$ cat src/charge_supply_pkg.sv
// Purpose: Shared constants and types for the charge counter and supply average readout.
// Assumes: One 10 MHz clock; registers reached over an Avalon-MM slave with waitrequest.
// Notes: Byte address of a register is four times its index.

package charge_supply_pkg;

  // ----------------------------------------
  // Register map
  // ----------------------------------------
  localparam logic [5:0] IDX_CNT_HIGH = 6'h19;
  localparam logic [5:0] IDX_CNT_LOW = 6'h1A;
  localparam logic [5:0] IDX_AVG_HIGH = 6'h1B;
  localparam logic [5:0] IDX_AVG_LOW = 6'h1C;
  localparam logic [5:0] IDX_CTRL = 6'h20;
  localparam logic [5:0] IDX_STATUS = 6'h21;

  localparam int unsigned ADDR_W = 8;
  localparam int unsigned DATA_W = 32;
  localparam int unsigned CNT_W = 16;
  localparam int unsigned CODE_W = 12;
  localparam int unsigned FRAC_W = 8;
  localparam int unsigned PRESC_W = 6;

  localparam logic [7:0] CTRL_RESET = 8'h00;
  localparam logic [15:0] CNT_RESET = 16'h0000;
  localparam logic [7:0] BYTE_RESET = 8'h00;

  // ----------------------------------------
  // Timing
  // ----------------------------------------
  localparam int unsigned CLK_HZ = 10_000_000;
  localparam int unsigned CAL_TIME_US = 1000;
  localparam int unsigned CAL_CYCLES_DEFAULT = (CAL_TIME_US * (CLK_HZ / 1_000_000) < 1) ? 1 :
                                               CAL_TIME_US * (CLK_HZ / 1_000_000);

  // ----------------------------------------
  // Types
  // ----------------------------------------
  // Control byte; bit 7 down to bit 0.
  typedef struct packed {
    logic secondary_supply_present_bit;
    logic [2:0] average_filter_time_constant;
    logic [1:0] counter_pulse_prescaler;
    logic counter_clear_event;
    logic cal_start;
  } ctrl_t;

  typedef enum logic [1:0] {
    CAL_IDLE = 2'b00,
    CAL_RUN = 2'b01,
    CAL_HOLD = 2'b10
  } cal_state_t;

endpackage

$ cat src/pin_sync.sv
// Purpose: Bring an asynchronous pulse pin into the mclk domain and flag its rising edges.
// Assumes: Pin pulses are wider than three mclk periods.
// Notes: A change is accepted once the second and third stages agree.
`timescale 1ns/10ps
`default_nettype none

module pin_sync (
  input wire logic mclk,
  input wire logic arst_n,
  input wire logic pin,
  output logic rise
);

  typedef struct packed {
    logic s1;
    logic s2;
    logic s3;
    logic level;
    logic rise;
  } sync_state_t;

  sync_state_t s_q;
  sync_state_t s_d;

  always_comb begin
    s_d = s_q;
    s_d.s1 = pin;
    s_d.s2 = s_q.s1;
    s_d.s3 = s_q.s2;
    s_d.rise = 1'b0;
    if (s_q.s2 == s_q.s3) begin
      s_d.level = s_q.s3;
      s_d.rise = s_q.s3 & ~s_q.level;
    end
  end

  always_ff @(posedge mclk or negedge arst_n) begin
    if (!arst_n) begin
      s_q <= '0;
    end else begin
      s_q <= s_d;
    end
  end

  assign rise = s_q.rise;

endmodule
`default_nettype wire

$ cat src/iir_average.sv
// Purpose: First-order IIR low-pass of the selected supply code.
// Assumes: Samples arrive as one-cycle strobes on mclk.
// Notes: Eight fraction bits keep small steps from being lost at long time constants.
`timescale 1ns/10ps
`default_nettype none

module iir_average
  import charge_supply_pkg::*;
(
  input wire logic mclk,
  input wire logic arst_n,
  input wire logic clear,
  input wire logic sample_valid,
  input wire logic [charge_supply_pkg::CODE_W-1:0] sample,
  input wire logic [2:0] tau,
  output logic [charge_supply_pkg::CODE_W-1:0] average
);

  typedef struct packed {
    logic [CODE_W+FRAC_W-1:0] acc;
    logic seeded;
  } iir_state_t;

  iir_state_t s_q;
  iir_state_t s_d;
  logic signed [CODE_W+FRAC_W:0] diff;
  logic signed [CODE_W+FRAC_W:0] sum;

  always_comb begin
    s_d = s_q;
    diff = $signed({1'b0, sample, {FRAC_W{1'b0}}}) - $signed({1'b0, s_q.acc});
    sum = $signed({1'b0, s_q.acc}) + (diff >>> tau);
    if (clear) begin
      s_d = '0;
    end else if (sample_valid) begin
      // The first sample after a clear seeds the filter so it does not ramp from zero.
      if (!s_q.seeded) begin
        s_d.acc = {sample, {FRAC_W{1'b0}}};
        s_d.seeded = 1'b1;
      end else begin
        s_d.acc = sum[CODE_W+FRAC_W-1:0];
      end
    end
  end

  always_ff @(posedge mclk or negedge arst_n) begin
    if (!arst_n) begin
      s_q <= '0;
    end else begin
      s_q <= s_d;
    end
  end

  assign average = s_q.acc[CODE_W+FRAC_W-1:FRAC_W];

endmodule
`default_nettype wire

$ cat src/charge_supply_readout.sv
// Purpose: Third output charge counter and supply average readout behind an Avalon-MM slave.
// Assumes: Converter codes are already scaled per pin; the pulse pin is asynchronous.
// Notes: Every request takes one wait cycle; side effects happen once, at acceptance.
`timescale 1ns/10ps
`default_nettype none

module charge_supply_readout
  import charge_supply_pkg::*;
#(
  parameter int unsigned CAL_CYCLES = charge_supply_pkg::CAL_CYCLES_DEFAULT
) (
  input wire logic mclk,
  input wire logic arst_n,
  input wire logic [charge_supply_pkg::ADDR_W-1:0] avs_address,
  input wire logic avs_read,
  input wire logic avs_write,
  input wire logic [charge_supply_pkg::DATA_W-1:0] avs_writedata,
  input wire logic [3:0] avs_byteenable,
  output logic [charge_supply_pkg::DATA_W-1:0] avs_readdata,
  output logic avs_waitrequest,
  input wire logic pfm_pulse_pin,
  input wire logic adc_sample_valid,
  input wire logic [charge_supply_pkg::CODE_W-1:0] primary_battery_code,
  input wire logic [charge_supply_pkg::CODE_W-1:0] secondary_supply_code,
  output logic measure_secondary,
  output logic cal_running
);

  // ----------------------------------------
  // State
  // ----------------------------------------
  typedef struct packed {
    logic waitreq;
    logic [DATA_W-1:0] rdata;
    ctrl_t ctrl;
    logic [CNT_W-1:0] count;
    logic [PRESC_W-1:0] presc;
    cal_state_t cal;
    logic [31:0] cal_cnt;
    logic cal_running;
    logic [7:0] cnt_shadow;
    logic [7:0] avg_shadow;
    logic filter_clear;
  } state_t;

  state_t s_q;
  state_t s_d;

  logic pulse_rise;
  logic [CODE_W-1:0] average;
  logic [CODE_W-1:0] selected_code;
  logic filter_valid;
  logic req;
  logic accept;
  logic [5:0] idx;
  logic addr_ok;
  logic cnt_addressed;
  logic avg_addressed;
  ctrl_t wr_ctrl;

  localparam logic [31:0] CAL_LAST = 32'(CAL_CYCLES - 1);

  // ----------------------------------------
  // Helpers
  // ----------------------------------------
  // Group size is 1, 4, 16 or 64 pulses per count.
  function automatic logic [PRESC_W-1:0] group_last(input logic [1:0] sel);
    logic [PRESC_W-1:0] r;
    case (sel)
      2'b00: r = 6'h00;
      2'b01: r = 6'h03;
      2'b10: r = 6'h0F;
      2'b11: r = 6'h3F;
      default: r = 6'h00;
    endcase
    return r;
  endfunction

  function automatic logic is_index(input logic [ADDR_W-1:0] a, input logic [5:0] i);
    return (a[1:0] == 2'b00) && (a[7:2] == i);
  endfunction

  // ----------------------------------------
  // Inputs
  // ----------------------------------------
  pin_sync u_pulse_sync (
    .mclk(mclk),
    .arst_n(arst_n),
    .pin(pfm_pulse_pin),
    .rise(pulse_rise)
  );

  assign selected_code = s_q.ctrl.secondary_supply_present_bit ? secondary_supply_code :
                         primary_battery_code;

  assign req = avs_read | avs_write;
  assign accept = req & s_q.waitreq;
  assign idx = avs_address[7:2];
  assign addr_ok = (avs_address[1:0] == 2'b00);
  // Any cycle that the request sits on a two-part register drops pulse edges or converter samples for that value.
  assign cnt_addressed = req & (is_index(avs_address, IDX_CNT_HIGH) | is_index(avs_address, IDX_CNT_LOW));
  assign avg_addressed = req & (is_index(avs_address, IDX_AVG_HIGH) | is_index(avs_address, IDX_AVG_LOW));
  assign filter_valid = adc_sample_valid & ~avg_addressed;
  assign wr_ctrl = ctrl_t'(avs_writedata[7:0]);

  iir_average u_average (
    .mclk(mclk),
    .arst_n(arst_n),
    .clear(s_q.filter_clear),
    .sample_valid(filter_valid),
    .sample(selected_code),
    .tau(s_q.ctrl.average_filter_time_constant),
    .average(average)
  );

  // ----------------------------------------
  // Next state
  // ----------------------------------------
  always_comb begin
    s_d = s_q;
    s_d.ctrl.cal_start = 1'b0;
    s_d.ctrl.counter_clear_event = 1'b0;
    s_d.filter_clear = 1'b0;

    // One wait cycle, then the answer; back to waiting in the cycle after.
    s_d.waitreq = ~accept;

    // Counter and calibration sequence.
    if (s_q.ctrl.counter_clear_event) begin
      s_d.count = CNT_RESET;
      s_d.presc = '0;
      s_d.cal = CAL_IDLE;
      s_d.cal_running = 1'b0;
      s_d.filter_clear = 1'b1;
    end else begin
      case (s_q.cal)
        CAL_IDLE: begin
          if (s_q.ctrl.cal_start) begin
            // Calibration overwrites the charge count; the host must save it first.
            s_d.count = CNT_RESET;
            s_d.cal_cnt = 32'h0000_0000;
            s_d.cal = CAL_RUN;
            s_d.cal_running = 1'b1;
          end else if (pulse_rise && !cnt_addressed) begin
            // Pulses that land while the counter is addressed are lost, not queued.
            if (s_q.presc == group_last(s_q.ctrl.counter_pulse_prescaler)) begin
              s_d.presc = '0;
              s_d.count = s_q.count + 16'h0001;
            end else begin
              s_d.presc = s_q.presc + 6'h01;
            end
          end
        end
        CAL_RUN: begin
          // Each mclk cycle is one reference clock cycle; reads do not stop it.
          s_d.count = s_q.count + 16'h0001;
          s_d.cal_cnt = s_q.cal_cnt + 32'h0000_0001;
          if (s_q.cal_cnt == CAL_LAST) begin
            s_d.cal = CAL_HOLD;
            s_d.cal_running = 1'b0;
          end
        end
        CAL_HOLD: begin
          s_d.count = s_q.count;
        end
        default: begin
          s_d.cal = CAL_IDLE;
          s_d.cal_running = 1'b0;
        end
      endcase
    end

    // Register accesses, acted on once at acceptance.
    if (accept) begin
      s_d.rdata = '0;
      if (avs_read && addr_ok) begin
        case (idx)
          IDX_CNT_HIGH: begin
            s_d.rdata[7:0] = s_q.count[15:8];
            s_d.cnt_shadow = s_q.count[7:0];
          end
          IDX_CNT_LOW: begin
            s_d.rdata[7:0] = s_q.cnt_shadow;
          end
          IDX_AVG_HIGH: begin
            s_d.rdata[3:0] = average[11:8];
            s_d.avg_shadow = average[7:0];
          end
          IDX_AVG_LOW: begin
            s_d.rdata[7:0] = s_q.avg_shadow;
          end
          IDX_CTRL: begin
            s_d.rdata[7:0] = {s_q.ctrl[7:2], 2'b00};
          end
          IDX_STATUS: begin
            s_d.rdata[2:0] = {s_q.cal, s_q.cal_running};
          end
          default: begin
            s_d.rdata = '0;
          end
        endcase
      end
      // Writes to read-only or unmapped words are ignored.
      if (avs_write && avs_byteenable[0] && is_index(avs_address, IDX_CTRL)) begin
        s_d.ctrl = wr_ctrl;
      end
    end
  end

  // ----------------------------------------
  // Registers
  // ----------------------------------------
  always_ff @(posedge mclk or negedge arst_n) begin
    if (!arst_n) begin
      s_q <= '0;
      s_q.waitreq <= 1'b1;
      s_q.ctrl <= ctrl_t'(CTRL_RESET);
      s_q.cnt_shadow <= BYTE_RESET;
      s_q.avg_shadow <= BYTE_RESET;
      s_q.cal <= CAL_IDLE;
    end else begin
      s_q <= s_d;
    end
  end

  assign avs_readdata = s_q.rdata;
  assign avs_waitrequest = s_q.waitreq;
  assign measure_secondary = s_q.ctrl.secondary_supply_present_bit;
  assign cal_running = s_q.cal_running;

endmodule
`default_nettype wire

$ cat config.mk
export PLATFORM = sky130hd
export DESIGN_NAME = charge_supply_readout
export DESIGN_NICKNAME = d
export VERILOG_FILES = /design/src/charge_supply_pkg.sv /design/src/pin_sync.sv /design/src/iir_average.sv /design/src/charge_supply_readout.sv
export SDC_FILE = /design/constraint.sdc
export NUM_CORES = 1
export LEC_CHECK = 0
export BUFFER_PORTS_ARGS = -buffer_cell sky130_fd_sc_hd__buf_2
export CORE_MARGIN = 3
export CORE_UTILIZATION = 45
export CTS_CLUSTER_DIAMETER = 50
export CTS_CLUSTER_SIZE = 25
export DETAILED_ROUTE_END_ITERATION = 16
export SKIP_LAST_GASP = 1
export SLEW_MARGIN = 30
export SYNTH_ARGS = -nofsm -noshare
export SYNTH_HDL_FRONTEND = slang
export SYNTH_SLANG_ARGS = --single-unit
$ cat constraint.sdc
create_clock -name mclk -period 7.5 [get_ports mclk]
set_input_delay 0.375 -clock mclk [delete_from_list [all_inputs] [get_ports mclk]]
set_output_delay 0.375 -clock mclk [all_outputs]
set_load 0.02 [all_outputs]
Word-level counts from Yosys, hierarchy flattened
Cells that the tools add are included.
- add/sub/neg operators: 5
- equal/unequal tests: 21
- shifts and indexed selects: 1
- muxes and demuxes: 32
- bitwise logic cells: 12
- reduce and logical (&&, ||, !) cells: 25
- operators by type and width (cell ; count):
    one-hot mux 32 bit (2 select lines) ; 1
    two-way mux 21 bit ; 2
    two-way mux 6 bit ; 7
    two-way mux 35 bit ; 1
    adder 32 x 1 -> 32 bit, second input constant ; 1
    == test 32 x 14 -> 1 bit, second input constant ; 1
    two-way mux 16 bit ; 2
    one-hot mux 16 bit (2 select lines) ; 1
    == test 6 x 5 -> 1 bit, second input constant ; 4
    two-way mux 24 bit ; 1
    one-hot mux 6 bit (4 select lines) ; 1
    two-way mux 22 bit ; 1
    >>> shifter 21 x 3 -> 20 bit ; 1
    subtractor 20 x 20 -> 21 bit ; 1
    adder 20 bit ; 1
    two-way mux 20 bit ; 1
    one-hot mux 3 bit (6 select lines) ; 1
    AND reduction 3 bit ; 6
    adder 16 x 1 -> 16 bit, second input constant ; 1
    one-hot mux 4 bit (4 select lines) ; 1
    == test 6 bit, second input constant ; 2
    two-way mux 12 bit ; 1
    logical AND 1 bit ; 9
    two-way mux 8 bit ; 1
    22 further kinds ; 47
- flip-flop bits (word level): 117
- bits of input ports: 74
- output and inout bits: 35

Logic depth before layout (Yosys ltp)
Gate-level depths: netlist of run 1.
- depth after elaboration: 16
- mapped depth: 22
- mapped depth without buffers: 21

Cells and area by module
A second synthesis of run 1 with hierarchy kept.
- cells, all modules: 974
- area total of the unflattened synthesis: 8662.1 sq um
- by module, submodules not included (module ; instances ; cells an instance ; area each (sq um) ; seq. area each (sq um)):
    charge_supply_readout ; 1 ; 520 ; 5072.4 ; 2278.4
    iir_average ; 1 ; 447 ; 3443.3 ; 525.5
    pin_sync ; 1 ; 7 ; 146.4 ; 125.1

Least setup slack after synthesis of run 1
No wires, ideal clock.
- path kind: register to register
- start point: reg s_q, in the netlist measure_secondary
- end point: reg u_average.s_q, in the netlist u_average.average[10]
- setup time: 0.094 ns
- arrival: 4.784 ns
- required time: 7.406 ns
- setup slack: 2.622 ns
- stages on the path, launching flop included: 22
- buffers on the path: 1
- path through: dfrtp_1 > clkbuf_1 > mux2_2 > ha_1 > a21oi_1 > o21ai_0 > o22ai_1 > nor2_2 > xnor2_1 > mux2i_1 > mux2i_1 > mux2_2 > ha_1 > and3_1 > and3_1 > o211ai_1 > a21oi_1 > o311ai_0 > nand2_1 > o21ai_0 > a21oi_1 > a211oi_1
- word-level cells in the longest chain between the ends: 7
- RTL lines (item ; line ; text):
    from (decl) ; charge_supply_readout.sv:46 ; state_t s_q;
    two-way mux 12 bit * ; charge_supply_readout.sv:93 ; assign selected_code = s_q.ctrl.secondary_supply_present_bit ? secondary_supply_code :
    subtractor 20 x 20 -> 21 bit ; iir_average.sv:31 ; diff = $signed({1'b0, sample, {FRAC_W{1'b0}}}) - $signed({1'b0, s_q.acc});
    >>> shifter 21 x 3 -> 20 bit ; iir_average.sv:32 ; sum = $signed({1'b0, s_q.acc}) + (diff >>> tau);
    adder 20 bit ; iir_average.sv:32 ;
    two-way mux 20 bit * ; iir_average.sv:37 ; if (!s_q.seeded) begin
    two-way mux 21 bit * ; iir_average.sv:35 ; end else if (sample_valid) begin
    two-way mux 21 bit * ; iir_average.sv:33 ; if (clear) begin
    to (signal assigned) ; iir_average.sv:48 ; s_q <= '0;
    to (signal assigned) ; iir_average.sv:50 ; s_q <= s_d;
    to (decl) ; iir_average.sv:24 ; iir_state_t s_q;
Every way passes the cells marked *; elsewhere a longest branch is shown, timed or not. The select of a mux whose other input is x is not followed.
A chain may end at the register's enable or synchronous reset.

Final worst setup path of run 1
Same ends and word-level chain as after synthesis.

==> results by group, run 1 <==
Outcome
  – Outcome: complete, no violations

Synth
  – Synthesized area per cell: between 8 and 9 sq um
  – YS warnings: 0
  – Syn Inst Count: between 900 and 1000
  – Compound-Gate Fraction of Synth Area: between 10% and 20%
  – Sequential fraction of the synthesis area: 34.5%
  – #FFs+latches synth: between 100 and 150
  – Largest family of logic cells by synthesized area: simple AND/OR/NAND/NOR gates
  – Asr flop ratio synth: 100%
  – Mux cell area share after synthesis: 9.02%
  – Synth unique cells: 85
  – Post-synthesis xor/xnor area fraction: roughly 5.7%
  – Area leader, netlist: dfrtp_1
  – Synthesized area: between 0.008 and 0.009 sq mm
  – Cell with the most instances after synthesis: dfrtp_1
  – Main area contributors after synthesis: dfrtp_1, ha_1, mux2_2
  – Adder-cell share of the synthesized area: under 10%
  – Top FF cell, synth: dfrtp_1
  – Synth Area in Simple Gates: between 20 and 25%
  – Post-synth EDFFs: 0
  – Synth top area share: between 30% and 40%
  – List of most frequent post-synthesis cells: dfrtp_1, nand2_1, nor2_1, o21ai_0, a21oi_1

Final layout
  – Nets: 1104
  – Register area: roughly 0.0029 sq mm
  – Non-Filler Instances: approximately 1200
  – Antenna Cells: 0
  – Share of cells above drive strength 1: between 15 and 20%
  – Fillers: 1730
  – Multi-input combinational cell area: 0.00514 sq mm
  – Final Util: 51.7%
  – Area Overhead vs Synth: 11.3%

STA
  – Final Hold Fails: 0
  – Endpoints failing setup: 0
  – F_max: 176 MHz
  – Final period utilization: 75.8%
  – Max-slew violations: 0
  – Setup Skew: around 0.016 ns
  – Tightest hold margin: between 0.05 and 0.06 ns
  – Unrepaired setup endpoints after global routing: false
  – Worst Tran Pin Value: ~0.84 ns
  – Minimum clock period after layout: about 5.7 ns
  – Setup TNS: 0 ns
  – Slew HR: between 40% and 50%

Detailed routing
  – Detailed-route vias per instance: ~5.7
  – Routed wire per std cell: approximately 17 um
  – DR DRC count: 0
  – Final antenna-violating net count: 0
  – Router iterations before antenna repair: 6
  – Detailed-route via count: around 7000
  – 1st-iter DRT viols: ~410
  – Routed WL: between 20000 and 25000 um

Global routing
  – First-pass GRT wire length: approximately 34000 um
  – Number of global-route vias before repair: 6619
  – Largest net degree at the start of global routing: 73
  – Total GRT Usage: between 20% and 30%
  – Initial antenna violation count: 0
  – GRT overflow: 0

Flow run
  – Max_cap viols: 0

Worst setup path
  – CP Buf/Inv Count: 0
  – CP Launch Type: flop
  – RR Endpoint: u_average.average[10]$_DFFE_PN0P_
  – Worst path max stage delay: slightly below 0.9 ns
  – Critical-path maximum fanout: 15
  – CP max stage cell: dfrtp_1
  – Number of cells on the worst reg-to-reg path: 21
  – Reg2Reg Setup Slack: between 1.5 and 2 ns
  – WS Path Type: flop to flop
  – CP delay by family, top: compound AO/OA/AOI/OAI gates
  – Critical Path RT: between 7 and 8 ns
  – CP Capture Point: u_average.average[10]$_DFFE_PN0P_
  – CP startpoint: measure_secondary$_DFFE_PN0P_
  – Reg2Reg Launch Point: measure_secondary$_DFFE_PN0P_
  – Critical path capture point type: flop
  – Levels on crit path: 21
  – CP arrival: roughly 6.0 ns
  – CP Cell Sequence: mux2_2 > ha_1 > a21oi_1 > o21ai_0 > o22ai_1 > o31ai_2 > a21oi_1 > xnor2_1 > mux2i_1 > mux2i_1 > mux2_2 > ha_1 > a21oi_1 > nor2b_1 > o21ai_0 > o21ai_0 > o311ai_0 > nand2_1 > o21ai_0 > a21oi_1 > a211oi_1

CTS
  – Clock transition at the registers of the reported paths: around 0.050 ns
  – Later-pin clock latency in the skew report: ~0.42 ns
  – Post_cts resized: 0
  – CTS Root Cell: clkbuf_16
  – CTS tree: built
  – Total CTS buffers: 17
  – H-tree Lvls: 4
  – Post-CTS Setup Inserts: 0
  – Clk sinks: around 120
  – Clock Path Buffers: 2

Power and ir drop
  – P_leak: between 0.004 and 0.005 uW
  – Pwr Density: just over 400 mW/mm^2
  – Worst IR Drop VDD: 0.276 mV
  – Total power: approximately 3900 uW

Worst hold path
  – Worst Hold Launch: pfm_pulse_pin
  – Hold Crit Class: input port to flop

Floorplanning
  – Num rows: roughly 50
  – Die area: just over 0.02 sq mm
  – Die W: roughly 140 um
  – Die Y-Extent: 143 um
  – CORE AREA: roughly 0.018 sq mm
  – Initial Util: a little under half
  – Ports: ~110

Placement
  – Placed Instances: between 1000 and 1500
  – Port Buf Inserts: 57
  – Post-detail-place hpwl: approximately 15000 um
  – RePlAce Congestion: 0.880
## cells by family (layout without fill, tap and decap cells)
family,count (synthesis),in the layout
DFF,117,117
adders and majority gates,39,39
xor gates and xnor gates,55,55
buffers and inverters,99,129
muxes,69,69
AOI/OAI and AO/OA,239,239
other,1,24
and+or+nand+nor,333,333
## registers in the layout (all words and copies together), names as in the netlist
name / count
avs_readdata: 8
avs_waitrequest: 1
cal_running: 1
measure_secondary: 1
s_q: 80
u_average.average: 12
u_average.s_q: 9
u_pulse_sync.rise: 1
u_pulse_sync.s_d: 2
u_pulse_sync.s_q: 2
## per-stage QoR
stage / cell area [sq um] / setup WS, ns
4_1_cts: 9430 / 1.80
6_report: 9450 / 1.82
2_1_floorplan: 8570 / 2.62
5_1_grt: 9450 / 1.48
3_5_place_dp: 8790 / 1.85
3_3_place_gp: 8790 / 1.84
## cell usage in the layout, fill, tap and decap left out, drive strengths merged, types with 10 or more instances in the layout
master / synthesis / layout
conb: 1 / 24
nor4: 10 / 10
nor3: 15 / 15
mux2: 40 / 40
and3: 20 / 20
buf: 44 / 62
dfrtp: 116 / 116
o21ai: 75 / 75
xor2: 15 / 15
ha: 37 / 37
nor2: 96 / 96
xnor2: 40 / 40
clkbuf: 21 / 25
mux2i: 27 / 27
a21oi: 61 / 61
a21o: 16 / 16
nand2: 96 / 96
nand3: 30 / 30
or3: 12 / 12
inv: 34 / 34
## how the worst min path moves through the flow
stage / endpoint / slack, ns / cells after the start
floorplan: avs_readdata[0]$_DFFE_PN0P_ / 0.08 / 0
global placement: u_pulse_sync.s_d[2]$_DFF_PN0_ / 0.33 / 0
finish: u_pulse_sync.s_d[3]$_DFF_PN0_ / 0.06 / 1
CTS: u_pulse_sync.s_d[3]$_DFF_PN0_ / 0.04 / 1
global route: u_pulse_sync.s_d[3]$_DFF_PN0_ / 0.04 / 1
detailed placement: u_pulse_sync.s_d[2]$_DFF_PN0_ / 0.34 / 0
## power by group
| group | internal [uW] | switching [uW] | total, uW |
|---|---|---|---|
| logic | 1010 | 1180 | 2190 |
| registers | 718 | 113 | 831 |
| clock network | 567 | 288 | 855 |
| total | 2300 | 1580 | 3880 |
## timing repair
action                                  CTS  global route
hold buffers                              1             0
endpoints found under the hold margin    45             0
endpoints found under the setup margin    0             0
## per-layer routing
| metal | track usage, % | routed length, um | up-vias |
|---|---|---|---|
| li1 | - | - | 3464 |
| met1 | 30.2 | 9960 | 3339 |
| met2 | 32.8 | 9520 | 172 |
| met3 | 4.46 | 1010 | 14 |
| met4 | 4.56 | 199 | 0 |
| met5 | 0 | 0 | - |
## cell type report
class / count / area share (%)
Clock buffer: 25 / 5.35
Clock inverter: 7 / 1.27
Inverter: 34 / 1.35
Multi-Input combinational cell: 759 / 54.4
Sequential cell: 117 / 31.0
Tap cell: 229 / 3.03
Timing Repair Buffer: 63 / 3.59
(Power assumes the default switching activity.)
==> inputs of run 2 (changes only) <==
ABC_AREA = 1   (was not set)
clock period = 5.7 ns   (was 7.5 ns; I/O delays follow)
==> run 2 against run 1 <==
Effect of this change:
- sequential share of layout area up 0.30 points
- synthesized area fell by 0.60%
- final area down 0.99%
- maximum frequency increased by 21%
- total power is 26% higher
- clock-buffer cell count is 4 lower
- critical path type unchanged
- sequential power is 32% higher
- largest cell class unchanged
==> results by group, run 2 <==
Outcome
  – Outcome: complete, no violations

CTS
  – Post_cts resized: 0 (unchanged)
  – H-tree Lvls: 4 (unchanged)
  – Clock transition at the registers of the reported paths: 0.05 ns (about the same)
  – Clock Path Buffers: 2 (unchanged)
  – CTS Root Cell: clkbuf_16
  – CTS tree: built
  – Post-CTS Setup Inserts: 0 (unchanged)
  – Later-pin clock latency in the skew report: 0.42 ns (about the same)
  – CTS hold repair buffers: 2 (+1)
  – Clk sinks: 117 (unchanged)
  – Total CTS buffers: 17 (unchanged)

STA
  – Unrepaired setup endpoints after global routing: false
  – Final period utilization: 82.3% (+6.5 points)
  – Max-slew violations: 0 (unchanged)
  – Endpoints failing setup: 0 (unchanged)
  – Minimum clock period after layout: 4.69 ns (-0.994 ns)
  – Final Hold Fails: 0 (unchanged)
  – Setup TNS: 0 ns (unchanged)
  – Slew HR: 44.3% (+0.26 points)
  – Setup Skew: 0.00591 ns (-0.00965 ns)
  – F_max: 213 MHz (+21%)
  – Worst Tran Pin Value: 0.836 ns (-0.00385 ns)

Placement
  – Placed Instances: 1409 (+17%)
  – Post-detail-place hpwl: 16700 um (+12%)
  – RePlAce Congestion: 0.924 (+5.0%)
  – Port Buf Inserts: 57 (unchanged)

Final layout
  – Max reg flops: 80 (unchanged)
  – Area Overhead vs Synth: 10.9%
  – Register with the most flip-flops: s_q
  – Most common cell after layout, fill and taps aside: nand2_1
  – Non-Filler Instances: 1442 (+17%)
  – Most frequent cells in the layout: nand2_1, inv_1, dfrtp_1
  – Nets: 1313 (+19%)
  – Antenna Cells: 0 (unchanged)
  – Share of cells above drive strength 1: 12.1% (-4.9 points)

Power and ir drop
  – P_leak: 0.00470 uW (+8.7%)
  – Pwr Density: 522 mW/mm^2 (+27%)
  – Worst IR Drop VDD: 0.206 mV (-26%)

Global routing
  – Number of global-route vias before repair: 7071 (+6.8%)
  – First-pass GRT wire length: 35500 um (+3.5%)
  – Initial antenna violation count: 0 (unchanged)
  – Total GRT Usage: 21.8% (+0.83 points)
  – GRT overflow: 0 (unchanged)
  – Largest net degree at the start of global routing: 68 (-6.8%)

Floorplanning
  – Num rows: 49 (unchanged)
  – Initial Util: 46.3% (-0.13 points)
  – CORE AREA: 0.0182 sq mm (-0.34%)
  – Die Y-Extent: 143 um (-0.29%)
  – Die W: 143 um (-0.29%)
  – Die area: 0.0204 sq mm (-0.58%)
  – Ports: 109 (unchanged)

Detailed routing
  – Routed WL: 21500 um (+4.2%)
  – DR DRC count: 0 (unchanged)
  – Detailed-route vias per instance: 5.29 (-6.6%)
  – Router iterations before antenna repair: 5 (-1)
  – 1st-iter DRT viols: 481 (+16%)
  – Final antenna-violating net count: 0 (unchanged)
  – Routed wire per std cell: 14.9 um (-11%)
  – Detailed-route via count: 7628 (+9.1%)

Synth
  – Cell with the most instances after synthesis: nand2_1
  – Asr flop ratio synth: 100% (unchanged)
  – List of most frequent post-synthesis cells: nand2_1, inv_1, dfrtp_1, o21ai_0
  – Main area contributors after synthesis: dfrtp_1, nand2_1, o21ai_0
  – YS warnings: 0 (unchanged)
  – Area leader, netlist: dfrtp_1
  – Post-synth EDFFs: 0 (unchanged)
  – #FFs+latches synth: 117 (unchanged)
  – Synthesized area: 0.00844 sq mm (-0.60%)
  – Synthesized area per cell: 7.30 sq um (-18%)
  – Top FF cell, synth: dfrtp_1
  – Synth top area share: 34.4% (+0.21 points)
  – Synth unique cells: 62 (-27%)
  – Syn Inst Count: 1155 (+21%)
  – Sequential fraction of the synthesis area: 34.7% (+0.21 points)

Worst setup path
  – Critical Path RT: 6.00 ns (-1.82 ns)
  – CP arrival: 4.99 ns (-1.01 ns)
  – WS Path Type: flop to flop
  – CP Launch Type: flop
  – Critical-path maximum fanout: 13 (-2)
  – Critical path capture point type: flop

Flow run
  – Max_cap viols: 0 (unchanged)

Worst hold path
  – Hold Crit Class: input port to flop
==> run 2: cell count changes after synthesis, sizes merged, moves of 14 or more <==
cell / previous run / this run
o22ai: 2 / 20
mux2: 40 / 6
mux2i: 27 / 4
o21ai: 75 / 113
a21o: 16 / 2
xnor2: 40 / 10
nand2: 96 / 271
and3: 20 / 1
a21oi: 61 / 76
nand3: 30 / 69
inv: 34 / 146
==> run 2: worst paths after layout <==
| check | start | end | slack (ns) | cells after the start |
|---|---|---|---|---|
| max reg2reg | measure_secondary$_DFFE_PN0P_ | u_average.average[11]$_DFFE_PN0P_ | 1.01 | 27 |
| min reg2reg | u_pulse_sync.s_d[3]$_DFF_PN0_ | u_pulse_sync.s_d[2]$_DFF_PN0_ | 0.34 | 0 |
| min | avs_writedata[1] | s_q[75]$_DFF_PN0_ | 0.1 | 3 |
| max | measure_secondary$_DFFE_PN0P_ | u_average.average[11]$_DFFE_PN0P_ | 1.01 | 27 |
| min in group asynchronous | arst_n | u_average.average[6]$_DFFE_PN0P_ | 0.43 | 2 |
| max in group asynchronous | arst_n | s_q[5]$_DFFE_PN0P_ | 3.98 | 3 |
==> run 2: routing by layer <==
metal / vias to the layer above / wire length (um) / track usage [%]
met5: - / 0 / 0
met4: 0 / 190 / 4.95
met2: 194 / 9400 / 33.7
met1: 3498 / 10800 / 31.4
li1: 3916 / - / -
met3: 20 / 1150 / 4.96
==> run 2: cells by family (layout without fill, tap and decap cells) <==
group / after synthesis / in the layout / share of synthesized area [%]
AOI/OAI and AO/OA: 257 / 257 / 17.4
buffers and inverters: 206 / 241 / 10.6
other: 1 / 24 / 0.0445
xor gates and xnor gates: 34 / 34 / 3.53
DFF: 117 / 117 / 34.7
muxes: 10 / 10 / 1.28
and+or+nand+nor: 491 / 491 / 26.6
adders and majority gates: 39 / 39 / 5.84
==> run 2: critical path: stages, from the launching register on <==
cell      delay (ns)
dfrtp_1         0.37
inv_1           0.35
nand2_1         0.09
nand2_1         0.12
ha_1            0.30
a21oi_1         0.30
a21boi_1        0.19
o21ai_1         0.18
a21boi_1        0.25
o21ai_1         0.10
xor2_1          0.25
nand2_1         0.10
nand2_1         0.10
nand2_1         0.06
nand2_1         0.07
nand2_1         0.05
nand2_1         0.08
ha_1            0.28
a21oi_1         0.25
o21ai_0         0.13
a21oi_1         0.18
o21ai_0         0.11
a31oi_1         0.29
inv_1           0.07
nand3_1         0.08
nand3_1         0.07
nand2_1         0.09
nand2_1         0.05
==> run 2: layout make-up <==
class	count	area, sq um
clock inverter	10	108
timing repair buffer	62	330
clock buffer	21	450
multi-input combinational	855	4700
sequential	117	2930
tap	229	287
fill	1821	8850
inverter	148	556
==> run 2: stage by stage <==
stage          util (%)  power [uW]  area, sq um  hold slack, ns  setup slack, ns
2_1_floorplan         -        3260         8520         -0.0106             1.70
6_report           51.4        4890         9360          0.0988             1.01
3_3_place_gp       48.2        3840         8780           0.335             1.06
3_5_place_dp       48.2        3850         8780           0.337             1.08
4_1_cts            51.4        4900         9360          0.0857             1.04
5_1_grt            51.4        5420         9360          0.0948            0.522
==> run 2: report_power, final <==
group / leakage, uW / switching [uW] / internal, uW / total [uW]
sequential: 0.00151 / 117 / 979 / 1100
clock: 0.000268 / 370 / 646 / 1020
combinational: 0.00292 / 1740 / 1040 / 2770
==> inputs of run 3 (changes only) <==
PLACE_DENSITY = 0.67   (was not set)
clock period = 4 ns   (was 5.7 ns; I/O delays follow)
==> run 3 against run 2 <==
Effect of this change:
- the run now ends with setup timing left
- clock-buffer cell count decreased by 3
- non-clock buffer count increased by 109
- register-to-register slack got worse by 1.0 ns
- clock power increased by 67%
- sequential power increased by 44%
- highest routed layer unchanged
- global-route usage increased by 1.4 points
- sequential share of layout area decreased by 4.9 points
- utilization increased by 9.5 points
- largest cell class unchanged
- die area unchanged
==> results by group, run 3 (same netlist as run 2, synthesis figures left out) <==
Worst setup path
  – Reg2Reg Launch Point: measure_secondary$_DFFE_PN0P_
  – Reg2Reg Setup Slack: -0.03 ns (-1.04 ns)
  – CP Launch Type: flop
  – CP arrival: 4.31 ns (-0.68 ns)
  – CP startpoint: measure_secondary$_DFFE_PN0P_
  – Critical Path RT: 4.28 ns (-1.72 ns)
  – Critical path capture point type: flop
  – Critical-path maximum fanout: 6 (-7)
  – WS Path Type: flop to flop
  – Number of cells on the worst reg-to-reg path: 24 (-11%)

Detailed routing
  – DR DRC count: 0 (unchanged)
  – Routed wire per std cell: 15.9 um (+6.4%)
  – Routed WL: 24700 um (+15%)
  – 1st-iter DRT viols: 699 (+45%)
  – Final antenna-violating net count: 0 (unchanged)
  – Detailed-route via count: 8363 (+9.6%)
  – Detailed-route vias per instance: 5.39 (+1.9%)
  – Router iterations before antenna repair: 5 (unchanged)

Final layout
  – Final Util: 60.8% (+9.5 points)
  – Most common cell after layout, fill and taps aside: nand2_1
  – Max reg flops: 80 (unchanged)
  – Share of cells above drive strength 1: 30.1% (+18 points)
  – Non-Filler Instances: 1552 (+7.6%)
  – Most frequent cells in the layout: nand2_1, inv_1, dfrtp_1
  – Register with the most flip-flops: s_q
  – Area Overhead vs Synth: 31.3%
  – Finished Cell Area: 0.0111 sq mm (+18%)
  – Antenna Cells: 0 (unchanged)
  – Nets: 1422 (+8.3%)

STA
  – Max-slew violations: 0 (unchanged)
  – Final Hold Fails: 0 (unchanged)
  – Unrepaired setup endpoints after global routing: true
  – Endpoints failing setup: 2 (+2)
  – Minimum clock period after layout: 4.03 ns (-0.660 ns)
  – Worst Tran Pin Value: 0.858 ns (+0.0220 ns)
  – Slew HR: 42.6% (-1.7 points)
  – Setup TNS: -0.0478 ns (-0.0478 ns)
  – Setup Skew: 0.00840 ns (+0.00249 ns)
  – Final period utilization: 101% (+18 points)
  – Final setup margin: -0.0291 ns (-1.04 ns)
  – F_max: 248 MHz (+16%)

CTS
  – Clk sinks: 117 (unchanged)
  – H-tree Lvls: 4 (unchanged)
  – Clock Path Buffers: 2 (unchanged)
  – CTS Root Cell: clkbuf_16
  – CTS tree: built
  – Later-pin clock latency in the skew report: 0.42 ns (about the same)
  – Total CTS buffers: 17 (unchanged)
  – Clock transition at the registers of the reported paths: 0.06 ns (about the same)

Floorplanning
  – CORE AREA: 0.0182 sq mm (unchanged)
  – Initial Util: 46.3% (unchanged)
  – Die area: 0.0204 sq mm (unchanged)
  – Num rows: 49 (unchanged)
  – Die W: 143 um (unchanged)
  – Ports: 109 (unchanged)
  – Die Y-Extent: 143 um (unchanged)

Placement
  – Port Buf Inserts: 57 (unchanged)
  – Post-DP Area: 0.00946 sq mm (+7.8%)
  – Placed Instances: 1498 (+6.3%)
  – RePlAce Congestion: 0.916 (-0.88%)
  – Post-detail-place hpwl: 18100 um (+7.9%)

Global routing
  – First-pass GRT wire length: 37800 um (+6.7%)
  – Largest net degree at the start of global routing: 59 (-13%)
  – Initial antenna violation count: 0 (unchanged)
  – Total GRT Usage: 23.2% (+1.4 points)
  – GRT overflow: 0 (unchanged)
  – Number of global-route vias before repair: 7571 (+7.1%)

Worst hold path
  – Worst Hold Launch: avs_writedata[5]
  – Worst hold stages: 2 (-1)
  – Hold Crit Class: input port to flop

Power and ir drop
  – P_int: 5540 uW (+110%)
  – Switching Power: 4280 uW (+92%)
  – Clock network fraction of total power: 17.3% (-3.5 points)
  – Pwr Density: 887 mW/mm^2 (+70%)
  – Sequential share of power: 16.1% (-6.3 points)
  – Comb pwr share: 66.6% (+9.8 points)
  – P_leak: 0.00542 uW (+15%)
  – Worst IR Drop VDD: 0.479 mV (+130%)
  – Sw frac: 43.6% (-2.0 points)

Outcome
  – Outcome: finished with violations
  – Failing checks: setup timing

Flow run
  – Max_cap viols: 0 (unchanged)
## run 3: cell count changes in the layout (fill, tap and decap cells not counted), moves of 9 or more
cell / change
a21oi_1: -21
a21oi_2: +16
buf_4: +101
ha_1: -19
ha_4: +17
nand2_1: -39
nand2_2: +34
nand3_1: -19
nand3_2: +18
o21ai_0: -24
o21ai_1: +9
o21ai_2: +14
## run 3: final timing paths
| path | endpoint |
|---|---|
| min reg2reg | u_pulse_sync.s_d[2]$_DFF_PN0_ |
| max | u_average.average[6]$_DFFE_PN0P_ |
| min | s_q[79]$_DFFE_PN0P_ |
| min in group asynchronous | s_q[62]$_DFFE_PN0P_ |
| max in group asynchronous | avs_waitrequest$_DFF_PN1_ |
| max reg2reg | u_average.average[6]$_DFFE_PN0P_ |
## run 3: metal layers
layer  part of all wire [%]  vias to the layer above  GRT usage, %
li1                       -                     4142             -
met1                     46                     3909          33.5
met2                     46                      271          35.6
met3                    6.3                       41          4.49
met4                    2.3                        0          6.30
met5                      0                        -             0
## run 3: through the flow
stage	worst slack, ns	total power (uW)	hold WS [ns]
after floorplan	0.0876	4650	-0.0956
after global placement	-0.367	6390	0.313
after detailed placement	-0.377	6440	0.315
after CTS	0.00204	8460	0.00804
after global routing	-0.300	10500	0.00919
final	-0.0291	9830	0.0141
## run 3: final cells by class
class	count	area, sq um
clock buffer	18	439
clock inverter	14	221
fill	1553	7130
inverter	148	561
multi-input combinational	855	5460
sequential	117	2930
tap	229	287
timing repair buffer	171	1180
## run 3: critical path, stage by stage, from the launching register on
cell      delay [ns]
dfrtp_2         0.46
buf_12          0.15
nand2_2         0.05
nand2_2         0.07
ha_4            0.26
a21o_1          0.19
a21boi_2        0.21
o21ai_4         0.10
buf_6           0.13
xor2_2          0.14
mux2i_1         0.18
nand2_1         0.10
o21ai_2         0.09
o21ai_1         0.08
ha_1            0.37
a21oi_2         0.16
o21ai_1         0.10
a21o_1          0.18
nand2_1         0.07
nand2_2         0.09
a21oi_2         0.21
buf_4           0.14
o21ai_0         0.07
a21oi_1         0.20
o22ai_1         0.09
## run 3: what timing repair did
action,in CTS,in global routing
setup buffers,2,16
endpoints found under the setup margin,9,12
hold buffers,4,0
pin swaps,15,71
endpoints found under the hold margin,59,0
resized for setup,46,143
## run 3: power by group through the flow
stage | Combinational [uW] | Clock (uW) | Sequential, uW
2_1_floorplan | 3120 | 0 | 1530
3_3_place_gp | 4820 | 0 | 1570
3_5_place_dp | 4870 | 0 | 1570
4_1_cts | 5180 | 1720 | 1560
5_1_grt | 7150 | 1780 | 1600
6_report | 6540 | 1700 | 1580
